$ cat src/ifd_params.svh
// Constants for the instruction format decoder
`ifndef IFD_PARAMS_SVH
`define IFD_PARAMS_SVH
// Instruction word fields, bit 35 is the leftmost bit
`define IFD_OPC_HI 35
`define IFD_OPC_LO 24
`define IFD_FMT_HI 35
`define IFD_FMT_LO 33
`define IFD_D1_HI 23
`define IFD_D1_LO 12
`define IFD_D2_HI 11
`define IFD_D2_LO 0
`define IFD_REV_BIT 32
`define IFD_MULTI_BIT 31
`define IFD_DBL_BIT 30
`define IFD_RT_HI 25
`define IFD_RT_LO 24
`define IFD_COND_HI 30
`define IFD_COND_LO 28
`define IFD_SKIP_HI 27
`define IFD_SKIP_LO 24
`define IFD_REL_BIT 24
`define IFD_JOPC_HI 32
`define IFD_JOPC_LO 25
`define IFD_HJ_HI 23
`define IFD_HJ_LO 0
`define IFD_DSEL_BIT 32
`define IFD_VEXT_HI 31
`define IFD_VEXT_LO 30
// Descriptor subfields
`define IFD_X_BIT 11
`define IFD_MODE_HI 10
`define IFD_MODE_LO 6
`define IFD_MODE_CONST 5'h02
// Register port offsets and reset values
`define IFD_CTRL_OFS 4'h0
`define IFD_STAT_OFS 4'h4
`define IFD_CTRL_RST 1'h1
`endif

$ cat src/ifd_pkg.sv
// Types shared by the instruction format decoder
package ifd_pkg;
   // Instruction format classes
   typedef enum logic [2:0] {
      FMT_TWO_ADDR = 3'b000,
      FMT_THREE_ADDR = 3'b001,
      FMT_SHORT_JUMP = 3'b010,
      FMT_SKIP = 3'b011,
      FMT_JUMP = 3'b100,
      FMT_VECTOR = 3'b101,
      FMT_RSVD6 = 3'b110,
      FMT_RSVD7 = 3'b111
   } ifd_fmt_e;
   // Operand selections
   typedef enum logic [2:0] {
      SEL_NONE = 3'b000,
      SEL_FIRST_OPERAND = 3'b001,
      SEL_SECOND_OPERAND = 3'b010,
      SEL_ACC_A = 3'b011,
      SEL_ACC_B = 3'b100,
      SEL_POINTER = 3'b101
   } ifd_sel_e;
   // Result store order
   typedef enum logic [1:0] {
      ORDER_RESULT_TARGET_ONLY = 2'b00,
      ORDER_S2_S1_RESULT_TARGET = 2'b01,
      ORDER_S1_S2_RESULT_TARGET = 2'b10
   } ifd_order_e;
   // Hard trap requests
   typedef enum logic [2:0] {
      TRAP_NONE = 3'b000,
      TRAP_EXTRA_OPERAND = 3'b001,
      TRAP_ILLEGAL_OPERAND_MODE = 3'b010,
      TRAP_ILLEGAL_MEMORY = 3'b011,
      TRAP_ILLEGAL_OPCODE = 3'b100
   } ifd_trap_e;
   // Counter plus four times a word count, wraps modulo 2^31
   function automatic logic [30:0] ifd_rel_add(
      input logic [30:0] pc, input logic [30:0] words);
      return pc + {words[28:0], 2'b00};
   endfunction
endpackage

$ cat src/ifd_target_calc.sv
// Branch target and skip condition evaluation
`include "ifd_params.svh"
module ifd_target_calc import ifd_pkg::*; (
   // Decoded instruction
   input wire logic [2:0] i_format,
   input wire logic [35:0] i_instr,
   input wire logic [30:0] i_pc,
   // Evaluated operands
   input wire logic [35:0] i_first_operand_value,
   input wire logic [35:0] i_second_operand_value,
   input wire logic [30:0] i_jump_address,
   // Results
   output logic [30:0] o_jump_target,
   output logic o_branch_taken
);
   logic signed [35:0] a;
   logic signed [35:0] b;
   logic [3:0] skip_offset_field;
   logic [11:0] jof;
   assign a = i_first_operand_value;
   assign b = i_second_operand_value;
   assign skip_offset_field = i_instr[`IFD_SKIP_HI:`IFD_SKIP_LO];
   assign jof = i_instr[`IFD_D2_HI:`IFD_D2_LO];
   // Target and condition by format
   always_comb begin
      o_jump_target = i_pc;
      o_branch_taken = 1'b0;
      case (ifd_fmt_e'(i_format))
         FMT_SHORT_JUMP: begin
            // Unsigned displacement; wrap reaches backward
            o_jump_target = ifd_rel_add(i_pc,
               {7'h00, i_instr[`IFD_HJ_HI:`IFD_HJ_LO]});
            o_branch_taken = 1'b1;
         end
         FMT_SKIP: begin
            // Signed four-bit reach from the skip word
            o_jump_target = ifd_rel_add(i_pc,
               {{27{skip_offset_field[3]}}, skip_offset_field});
            case (i_instr[`IFD_COND_HI:`IFD_COND_LO])
               3'h0: o_branch_taken = (a == b);
               3'h1: o_branch_taken = (a != b);
               3'h2: o_branch_taken = (a < b);
               3'h3: o_branch_taken = (a <= b);
               3'h4: o_branch_taken = (a > b);
               3'h5: o_branch_taken = (a >= b);
               3'h6: o_branch_taken = 1'b1;
               default: o_branch_taken = 1'b0;
            endcase
         end
         FMT_JUMP: begin
            // Relative from own address, else evaluated address
            if (i_instr[`IFD_REL_BIT]) begin
               o_jump_target = ifd_rel_add(i_pc,
                  {{19{jof[11]}}, jof});
            end else begin
               o_jump_target = i_jump_address;
            end
         end
         default: o_jump_target = i_pc;
      endcase
   end
endmodule

$ cat src/ifd_vector_ctl.sv
// Vector length span and pointer register selection
`include "ifd_params.svh"
module ifd_vector_ctl (
   // Instruction and length register
   input wire logic [35:0] i_instr,
   input wire logic [35:0] i_vector_length_register,
   // Results
   output logic [38:0] o_vector_span,
   output logic [2:0] o_ptr_mask,
   output logic [1:0] o_result_target_ptr
);
   logic [1:0] extra;
   logic [1:0] prec;
   assign extra = i_instr[`IFD_VEXT_HI:`IFD_VEXT_LO];
   assign prec = i_instr[`IFD_RT_HI:`IFD_RT_LO];
   // Span in quarterwords: element count times size
   always_comb begin
      o_vector_span = {3'h0, i_vector_length_register}
         << prec;
      // Extra vectors use pointer zero, one, two in turn
      case (extra)
         2'h0: o_ptr_mask = 3'h0;
         2'h1: o_ptr_mask = 3'h1;
         2'h2: o_ptr_mask = 3'h3;
         default: o_ptr_mask = 3'h7;
      endcase
      // Next pointer after the sources, last one at most
      o_result_target_ptr = (extra == 2'h3) ? 2'h2 : extra;
   end
endmodule

$ cat src/ifd_decoder.sv
// Instruction format decoder: one registered decode stage
`include "ifd_params.svh"
module ifd_decoder import ifd_pkg::*; (
   // Clock and reset
   input wire logic i_ref_clk,
   input wire logic i_rstn,
   // Instruction from fetch with its address
   input wire logic i_instr_valid,
   input wire logic [35:0] i_instr,
   input wire logic [30:0] i_pc,
   // Evaluated operands and registers
   input wire logic [35:0] i_first_operand_value,
   input wire logic [35:0] i_second_operand_value,
   input wire logic [30:0] i_jump_address,
   input wire logic [35:0] i_vector_length_register,
   // Register port
   input wire logic [3:0] i_reg_addr,
   input wire logic [31:0] i_reg_wdata,
   input wire logic i_reg_wr,
   input wire logic i_reg_rd,
   output logic [31:0] o_reg_rdata,
   // Decode result strobe and identity
   output logic o_valid,
   output logic [11:0] o_opcode,
   output ifd_fmt_e o_format,
   // Operand routing
   output ifd_sel_e o_result_target,
   output ifd_sel_e o_first_source,
   output ifd_sel_e o_second_source,
   output logic o_first_source_double,
   output logic o_second_source_double,
   output ifd_order_e o_store_order,
   output logic o_reverse,
   output logic [11:0] o_first_descriptor,
   output logic [11:0] o_second_descriptor,
   // Branching
   output logic o_branch_taken,
   output logic [30:0] o_jump_target,
   output logic o_need_extended_word,
   output logic [7:0] o_jump_opcode_field,
   // Vector control
   output logic [38:0] o_vector_span,
   output logic [2:0] o_vector_ptr_mask,
   output logic o_vector_result_target_ptr,
   output logic [1:0] o_vector_result_target_index,
   // Hard trap request
   output logic o_trap_valid,
   output ifd_trap_e o_trap_code
);
   // Whole module state
   typedef struct packed {
      logic ctrl_enable;
      ifd_fmt_e last_fmt;
      ifd_trap_e last_trap;
      logic [15:0] trap_count;
      logic [31:0] rdata;
      logic valid;
      logic [11:0] opcode;
      ifd_fmt_e fmt;
      ifd_sel_e result_target;
      ifd_sel_e src1;
      ifd_sel_e src2;
      logic dbl1;
      logic dbl2;
      ifd_order_e order;
      logic reverse;
      logic [11:0] d1;
      logic [11:0] d2;
      logic taken;
      logic [30:0] target;
      logic need_ext;
      logic [7:0] jump_opcode_field;
      logic [38:0] vspan;
      logic [2:0] vmask;
      logic vdest_ptr;
      logic [1:0] vdest;
      logic trap_valid;
      ifd_trap_e trap;
   } ifd_state_s;

   ifd_state_s st_reg; // Registered state
   ifd_state_s st_next; // Next state

   // Field views of the incoming word
   ifd_fmt_e fmt; // Format class
   logic [11:0] d1; // First descriptor
   logic [11:0] d2; // Second descriptor
   logic [1:0] rt; // Routing field
   logic rev; // Reverse form
   logic multi; // More than two results
   logic dbl; // Normal form wants double first source
   logic go; // Instruction accepted this cycle
   logic d2_reg; // Second descriptor names a register
   logic d2_const; // Second descriptor is a constant
   logic [30:0] calc_target;
   logic calc_taken;
   logic [38:0] vec_span;
   logic [2:0] vec_mask;
   logic [1:0] vec_result_target;

   assign fmt = ifd_fmt_e'(i_instr[`IFD_FMT_HI:`IFD_FMT_LO]);
   assign d1 = i_instr[`IFD_D1_HI:`IFD_D1_LO];
   assign d2 = i_instr[`IFD_D2_HI:`IFD_D2_LO];
   assign rt = i_instr[`IFD_RT_HI:`IFD_RT_LO];
   assign rev = i_instr[`IFD_REV_BIT];
   assign multi = i_instr[`IFD_MULTI_BIT];
   assign dbl = i_instr[`IFD_DBL_BIT];
   assign go = i_instr_valid && st_reg.ctrl_enable;
   // Register mode: high four mode bits all zero
   assign d2_reg = (d2[`IFD_MODE_HI:`IFD_MODE_LO+1] == 4'h0);
   assign d2_const =
      (d2[`IFD_MODE_HI:`IFD_MODE_LO] == `IFD_MODE_CONST);

   // Branch target and skip test
   ifd_target_calc u_target (
      .i_format(i_instr[`IFD_FMT_HI:`IFD_FMT_LO]),
      .i_instr(i_instr),
      .i_pc(i_pc),
      .i_first_operand_value(i_first_operand_value),
      .i_second_operand_value(i_second_operand_value),
      .i_jump_address(i_jump_address),
      .o_jump_target(calc_target),
      .o_branch_taken(calc_taken)
   );

   // Vector span and pointers
   ifd_vector_ctl u_vector (
      .i_instr(i_instr),
      .i_vector_length_register(i_vector_length_register),
      .o_vector_span(vec_span),
      .o_ptr_mask(vec_mask),
      .o_result_target_ptr(vec_result_target)
   );

   // Next state: register port and one decode per cycle
   always_comb begin
      st_next = st_reg;
      st_next.valid = 1'b0;
      st_next.taken = 1'b0;
      st_next.trap_valid = 1'b0;
      st_next.rdata = 32'h0000_0000;
      // Control write gates the decoder
      if (i_reg_wr && i_reg_addr == `IFD_CTRL_OFS) begin
         st_next.ctrl_enable = i_reg_wdata[0];
      end
      // Read data stands one cycle after the strobe
      if (i_reg_rd) begin
         case (i_reg_addr)
            `IFD_CTRL_OFS: st_next.rdata = {31'h0, st_reg.ctrl_enable};
            `IFD_STAT_OFS: st_next.rdata = {st_reg.trap_count,
               10'h000, st_reg.last_trap, st_reg.last_fmt};
            default: st_next.rdata = 32'h0000_0000;
         endcase
      end
      if (go) begin
         // Defaults for every format
         st_next.valid = 1'b1;
         st_next.opcode = i_instr[`IFD_OPC_HI:`IFD_OPC_LO];
         st_next.fmt = fmt;
         st_next.result_target = SEL_NONE;
         st_next.src1 = SEL_NONE;
         st_next.src2 = SEL_NONE;
         st_next.dbl1 = 1'b0;
         st_next.dbl2 = 1'b0;
         st_next.order = ORDER_RESULT_TARGET_ONLY;
         st_next.reverse = 1'b0;
         // Descriptors pass through; accumulators are legal here
         st_next.d1 = d1;
         st_next.d2 = d2;
         st_next.taken = calc_taken;
         st_next.target = calc_target;
         st_next.need_ext = 1'b0;
         st_next.jump_opcode_field = 8'h00;
         st_next.vdest_ptr = 1'b0;
         st_next.trap = TRAP_NONE;
         case (fmt)
            FMT_TWO_ADDR: begin
               // Operand count in the routing bits
               st_next.result_target = (rt == 2'h0) ? SEL_NONE
                  : SEL_FIRST_OPERAND;
               st_next.src2 = (rt[1]) ? SEL_SECOND_OPERAND
                  : SEL_NONE;
               // Unused descriptor fields must be zero, else an extra-operand trap
               if ((rt == 2'h0 && (d1 != 12'h000 || d2 != 12'h000))
                  || (rt == 2'h1 && d2 != 12'h000)) begin
                  st_next.trap = TRAP_EXTRA_OPERAND;
               end
            end
            FMT_THREE_ADDR: begin
               // Routing field picks destination and first source
               case (rt)
                  2'h0: begin
                     st_next.result_target = SEL_FIRST_OPERAND;
                     st_next.src1 = SEL_FIRST_OPERAND;
                  end
                  2'h1: begin
                     st_next.result_target = SEL_FIRST_OPERAND;
                     st_next.src1 = SEL_ACC_A;
                  end
                  2'h2: begin
                     st_next.result_target = SEL_ACC_A;
                     st_next.src1 = SEL_FIRST_OPERAND;
                  end
                  default: begin
                     st_next.result_target = SEL_ACC_B;
                     st_next.src1 = SEL_FIRST_OPERAND;
                  end
               endcase
               st_next.src2 = SEL_SECOND_OPERAND;
               st_next.dbl1 = dbl;
               st_next.reverse = rev;
               if (rev) begin
                  // Operand roles and precisions trade places
                  st_next.src1 = SEL_SECOND_OPERAND;
                  st_next.src2 = st_next.result_target == SEL_ACC_A
                     ? SEL_FIRST_OPERAND : (rt == 2'h1
                     ? SEL_ACC_A : SEL_FIRST_OPERAND);
                  st_next.dbl1 = 1'b0;
                  st_next.dbl2 = dbl;
               end
               if (multi) begin
                  st_next.order = rev ? ORDER_S1_S2_RESULT_TARGET
                     : ORDER_S2_S1_RESULT_TARGET;
               end
            end
            FMT_SHORT_JUMP: begin
               st_next.result_target = SEL_NONE;
            end
            FMT_SKIP: begin
               // Both operands feed the compare
               st_next.src1 = SEL_FIRST_OPERAND;
               st_next.src2 = SEL_SECOND_OPERAND;
            end
            FMT_JUMP: begin
               // Operation field and data operand
               st_next.jump_opcode_field = i_instr[`IFD_JOPC_HI:`IFD_JOPC_LO];
               st_next.src1 = SEL_FIRST_OPERAND;
               if (!i_instr[`IFD_REL_BIT]) begin
                  // Extended word when the X bit asks for it
                  st_next.need_ext = d2[`IFD_X_BIT];
                  if (d2_reg) begin
                     st_next.trap = TRAP_ILLEGAL_OPERAND_MODE;
                  end else if (d2_const) begin
                     st_next.trap = TRAP_ILLEGAL_MEMORY;
                  end
               end
            end
            FMT_VECTOR: begin
               // Two-address layout; elements stay in memory
               st_next.src1 = SEL_FIRST_OPERAND;
               st_next.src2 = SEL_SECOND_OPERAND;
               st_next.vdest_ptr = i_instr[`IFD_DSEL_BIT];
               st_next.result_target = i_instr[`IFD_DSEL_BIT]
                  ? SEL_POINTER : SEL_FIRST_OPERAND;
            end
            default: begin
               st_next.trap = TRAP_ILLEGAL_OPCODE;
            end
         endcase
         st_next.vspan = vec_span;
         st_next.vmask = vec_mask;
         st_next.vdest = vec_result_target;
         // A trap suppresses any branch
         if (st_next.trap != TRAP_NONE) begin
            st_next.trap_valid = 1'b1;
            st_next.taken = 1'b0;
            st_next.last_trap = st_next.trap;
            if (st_reg.trap_count != 16'hFFFF) begin
               st_next.trap_count = st_reg.trap_count + 16'h0001;
            end
         end
         st_next.last_fmt = fmt;
      end
   end

   // State register
   always_ff @(posedge i_ref_clk or negedge i_rstn) begin
      if (!i_rstn) begin
         st_reg <= '0;
         st_reg.ctrl_enable <= `IFD_CTRL_RST;
      end else begin
         st_reg <= st_next;
      end
   end

   // Outputs straight from the state register
   assign o_reg_rdata = st_reg.rdata;
   assign o_valid = st_reg.valid;
   assign o_opcode = st_reg.opcode;
   assign o_format = st_reg.fmt;
   assign o_result_target = st_reg.result_target;
   assign o_first_source = st_reg.src1;
   assign o_second_source = st_reg.src2;
   assign o_first_source_double = st_reg.dbl1;
   assign o_second_source_double = st_reg.dbl2;
   assign o_store_order = st_reg.order;
   assign o_reverse = st_reg.reverse;
   assign o_first_descriptor = st_reg.d1;
   assign o_second_descriptor = st_reg.d2;
   assign o_branch_taken = st_reg.taken;
   assign o_jump_target = st_reg.target;
   assign o_need_extended_word = st_reg.need_ext;
   assign o_jump_opcode_field = st_reg.jump_opcode_field;
   assign o_vector_span = st_reg.vspan;
   assign o_vector_ptr_mask = st_reg.vmask;
   assign o_vector_result_target_ptr = st_reg.vdest_ptr;
   assign o_vector_result_target_index = st_reg.vdest;
   assign o_trap_valid = st_reg.trap_valid;
   assign o_trap_code = st_reg.trap;
endmodule

$ cat config.mk
export PLATFORM = sky130hd
export DESIGN_NAME = ifd_decoder
export DESIGN_NICKNAME = d
export VERILOG_FILES = /design/src/ifd_pkg.sv /design/src/ifd_target_calc.sv /design/src/ifd_vector_ctl.sv /design/src/ifd_decoder.sv
export VERILOG_INCLUDE_DIRS = /design/src
export SDC_FILE = /design/constraint.sdc
export NUM_CORES = 1
export LEC_CHECK = 0
export BUFFER_PORTS_ARGS = -buffer_cell sky130_fd_sc_hd__buf_2
export CORE_MARGIN = 2
export CORE_UTILIZATION = 55
export CTS_CLUSTER_SIZE = 28
export DETAILED_ROUTE_END_ITERATION = 16
export PLACE_DENSITY = 0.82
export SYNTH_ARGS = -nofsm -noshare
export SYNTH_HDL_FRONTEND = slang
export SYNTH_HIERARCHICAL = 1
export SYNTH_SLANG_ARGS = --single-unit
$ cat constraint.sdc
create_clock -name i_ref_clk -period 3 [get_ports i_ref_clk]
set_input_delay 0.15 -clock i_ref_clk [delete_from_list [all_inputs] [get_ports i_ref_clk]]
set_output_delay 0.15 -clock i_ref_clk [all_outputs]
set_load 0.02 [all_outputs]
==> run summary <==
The worst hold path terminates at o_second_descriptor[6]. The commonest register cell after synthesis was dfrtp_1. By area the synthesized netlist is led by dfrtp_1, nand2_1, buf_4.

The clock arrives with 0.00884 ns of skew. During I/O placement, the number of pins put on the boundary was 423. Summed over all nets, the half-perimeter wirelength after detailed placement is 32.6 mm.

The startpoint identified for the worst hold timing path is i_instr[6]. Summing all multi-input logic gate instances after layout gives 0.00777 mm². Highest-delay cell along the critical path: dlygate4sd3_1. For this run, the post-layout net count is 2332. In this run, the number of DRC markers left after iteration 0 of detailed routing was 1230.

The most crowded layer after global routing was met2. The clock reaches the later pin of the worst-skew pair after 0.44 ns. TritonCTS built the clock tree. For the met3 layer usage reported by global route, the log shows 5.48%. The post-layout worst setup margin is 0.111 ns, and the met1 track utilization from global routing is 39.8%.

Path category of the worst min-delay check: input port to flop. Timing would allow up to 0.346 GHz. Dividing the detail-routed wire length by the instance count gives 18.6 µm. The logs give 3.33 ns for the endpoint required time on the critical path and 32.2% for the part of the Yosys area used for sequential elements.

The largest buffer count on any clock path came out at 2. After Yosys synthesis, and, or, nand and nor cells account for 21.3% of the synthesized area. Using the TritonRoute via totals, the vias-per-cell ratio works out to 5.65. Setup slack on the worst reg-to-reg path comes out at 0.78 ns. Global routing finished with a remaining overflow of 0. The signed area change from the synthesized netlist to the final layout works out to 17.4%. The worst pin sits at a relative slew slack of 32.0%.

Global routing used 31.6% of the available tracks. The share of the clock period used by the worst path is 96.3%. Routability-driven placement finished with a final weighted congestion of 1.05. The worst path needs 2.89 ns of the cycle, external delays included. After synthesis the netlist holds a flip-flop and latch count of 181.

Number of buffers and inverters on the critical path: 2. The tree built by TritonCTS fans out to 181 sinks. Each instance of the synthesized netlist takes up on average 8.23 µm². After clock tree synthesis, the clock-pin slew on the worst setup and hold paths is 0.08 ns. The largest family of logic cells by synthesized area is simple AND/OR/NAND/NOR gates. The quantity of I/O buffers inserted on ports was 379.

The register with the most flip-flops in the layout has 39 of them. The die covers 0.0268 mm². The tools report the endpoint of the worst-slack reg-to-reg timing path as st_reg[189]. Max capacitance violation total: 0. The tools report the fill cell instance count of the final layout as 2158. The core region area came out at 0.0251 mm². At the end of the flow the core is filled with cells to 65.7%.

The critical path is of the input port to flop type. Across the whole layout, storage elements account for 0.00453 mm². Fraction of final layout cells sized beyond drive strength 1: 27.7%.

The proportion of netlist area held by the largest area contributor is 32.0%, and the initial antenna violation count is 0. The biggest cell delay along the critical path came out at 0.54 ns. The final-report max-slew violation count is 0, and the vertical die dimension is 164 µm. The tree is rooted in a clkbuf_16.

Overall power consumption after layout is estimated at 9.74 mW. The die is 164 µm wide. Entering global routing, the biggest net connects 154 pins.

Setup repair after global routing could not meet its margin everywhere. Synthesis produced 1707 cells. The logs give 17 for the CTS buffer count and 6 for the Yosys warning count. The actual transition at the worst max-transition pin is 1.02 ns.

The worst endpoint data arrival time was 3.22 ns. The count of nets left with antenna violations once routing finished came out at 0. In the synthesized netlist, the cells that appear most often are nand2_1, dfrtp_1, buf_4, ha_1, mux2i_1. The startpoint identified for the worst register-to-register timing path is st_reg[176]. The count of final hold-check violations was 0.

The logs give 4 for the number of H-tree levels and 58 for the floorplan row count. The first detailed-routing pass took 9 iterations. Counting instances, the worst hold path has a depth of 3. Broken down by cell family, the worst path's largest delay share belongs to compound AO/OA/AOI/OAI gates.

The worst-path maximum fanout was 4. The most repeated cell in the gate-level netlist after synthesis was nand2_1. Traced cell by cell, the critical path runs through dlygate4sd3_1 -> buf_2 -> ha_2 -> and3_1 -> a221oi_4 -> a21oi_2 -> a41oi_2 -> a31oi_2 -> a31oi_2 -> nor2_1 -> a41oi_1 -> nand3_1 -> nand2_1 -> nand2_1. The length in cells of the worst reg-to-reg path came out at 7.

Summing the areas of all xor and xnor instances in the mapped netlist gives 3.55% of the synthesized area. Effective utilization at floorplan: 56.0%. The count of distinct cell types in the synthesized netlist was 88; the number of flops mapped to enable cells by yosys was 0. Library cell occupying the most area in the post-synthesis netlist: dfrtp_1. The launching element type of the critical path is an input port. The synthesized-area fraction occupied by ao, oa, aoi and oai cells is 14.2%. The worst setup path is captured at a flop.

Setup violations remaining at the end of the flow were counted as 0. Setup slack after placement: -0.532 ns. The worst-case IR drop observed on VDD is 0.388 mV. The adder-cell share of the synthesized area was 8.56%; the total via count after detailed routing was 13184. The tools report the first-pass GRT wire length as 66.6 mm.

The via count of the first global-routing pass came out at 12795. The summed instance area of the synthesized netlist was 0.0141 mm²; the static leakage power was 9.17 nW. Multiplexer cells account for 6.66% of the synthesized area. For this run, asynchronously set or reset flops after synthesis account for 100%. Summed over all layers, the routed wires come to 43.4 mm.

In the global route stage, met2 resource usage came out at 53.7%. For this run, design rule violations remaining after detail routing come to 0. The flow ran to the end, and the final reports show no timing, DRC or antenna violations. The power per cell area came out at 591 mW/mm².
-- metrics by stage --
stage	instance area [µm²]	setup TNS, ns	hold WS [ns]	cells
5_1_grt	16500	-0.0247	0.0322	2333
3_5_place_dp	15500	-6.43	0.131	2275
4_1_cts	16400	0	0.0211	2332
3_3_place_gp	15500	-4.96	0.124	2275
6_report	16500	0	0.0342	2334
2_1_floorplan	14100	0	-0.146	1718
-- worst register-to-register path: stages (launching register included) --
cell	delay, ns
dfrtp_1	0.42
ha_1	0.24
and3_1	0.20
nand4_1	0.27
nor3_1	0.14
a211o_4	0.42
nor3_1	0.28
xor2_1	0.18
-- cell usage in the layout (no fill, tap or decap), types with 13 or more instances in the layout --
cell / synthesis / routed
inv_1: 63 / 62
dfrtp_1: 180 / 180
o21ai_1: 15 / 13
o21ai_0: 51 / 51
nand2_1: 447 / 445
a21o_1: 38 / 38
buf_2: 3 / 377
a21oi_1: 65 / 65
xor2_1: 27 / 27
xnor2_1: 30 / 30
and2_1: 29 / 29
ha_1: 93 / 91
clkbuf_16: 0 / 17
nor2_1: 69 / 69
mux2i_1: 83 / 83
nor2b_1: 17 / 16
nor3_1: 18 / 18
a31oi_1: 20 / 17
nand4_1: 14 / 14
and3_1: 17 / 17
nand3_1: 24 / 24
buf_4: 168 / 89
dlygate4sd3_1: 0 / 25
-- area by class of cell --
class	instances	area share (%)
multi-input combinational	1230	47.1
sequential	181	27.5
timing repair buffer	496	17.6
clock buffer	17	2.58
tap	330	2.50
inverter	64	1.48
clock inverter	15	1.30
antenna	1	0.0152
-- metal layers --
| layer | wire, µm | share of wire (%) | vias to the layer above |
|---|---|---|---|
| met5 | 0 | 0 | - |
| li1 | - | - | 6197 |
| met3 | 3360 | 7.7 | 139 |
| met4 | 1790 | 4.1 | 0 |
| met2 | 20700 | 48 | 617 |
| met1 | 17600 | 40 | 6231 |
-- how the worst max path moves through the flow --
stage	from	to	slack, ns	depth (start not counted)
CTS	i_instr[4]	o_jump_target[29]	0.03	14
detailed placement	i_instr[34]	o_jump_target[23]	-0.53	16
global route	i_instr[34]	o_jump_target[25]	-0.02	18
global placement	i_instr[34]	o_jump_target[23]	-0.43	18
floorplan	i_instr[34]	o_jump_target[25]	0.003	17
finish	i_instr[4]	o_jump_target[29]	0.11	14
-- repair_timing --
item,4_1_cts,5_1_grt
hold endpoints to repair,71,0
pin swaps,0,4
resized for setup,1,13
setup buffers,0,1
hold buffers,25,0
setup endpoints to repair,3,14
-- power breakdown --
part	total, mW	switching [mW]	internal, mW
clock	2.43	1.25	1.17
sequential	3.41	0.358	3.05
combinational	3.91	2.49	1.42
total	9.74	4.10	5.64
-- logic make-up (layout without fill, tap and decap cells) --
kind of cell / count (synthesis) / after routing
flops: 181 / 181
mux: 92 / 92
other cells: 1 / 13
xor+xnor: 57 / 57
simple gates: 681 / 681
buf+inv: 307 / 592
compound gates: 293 / 293
fa+ha+maj: 95 / 95
(Power assumes the default switching activity.)
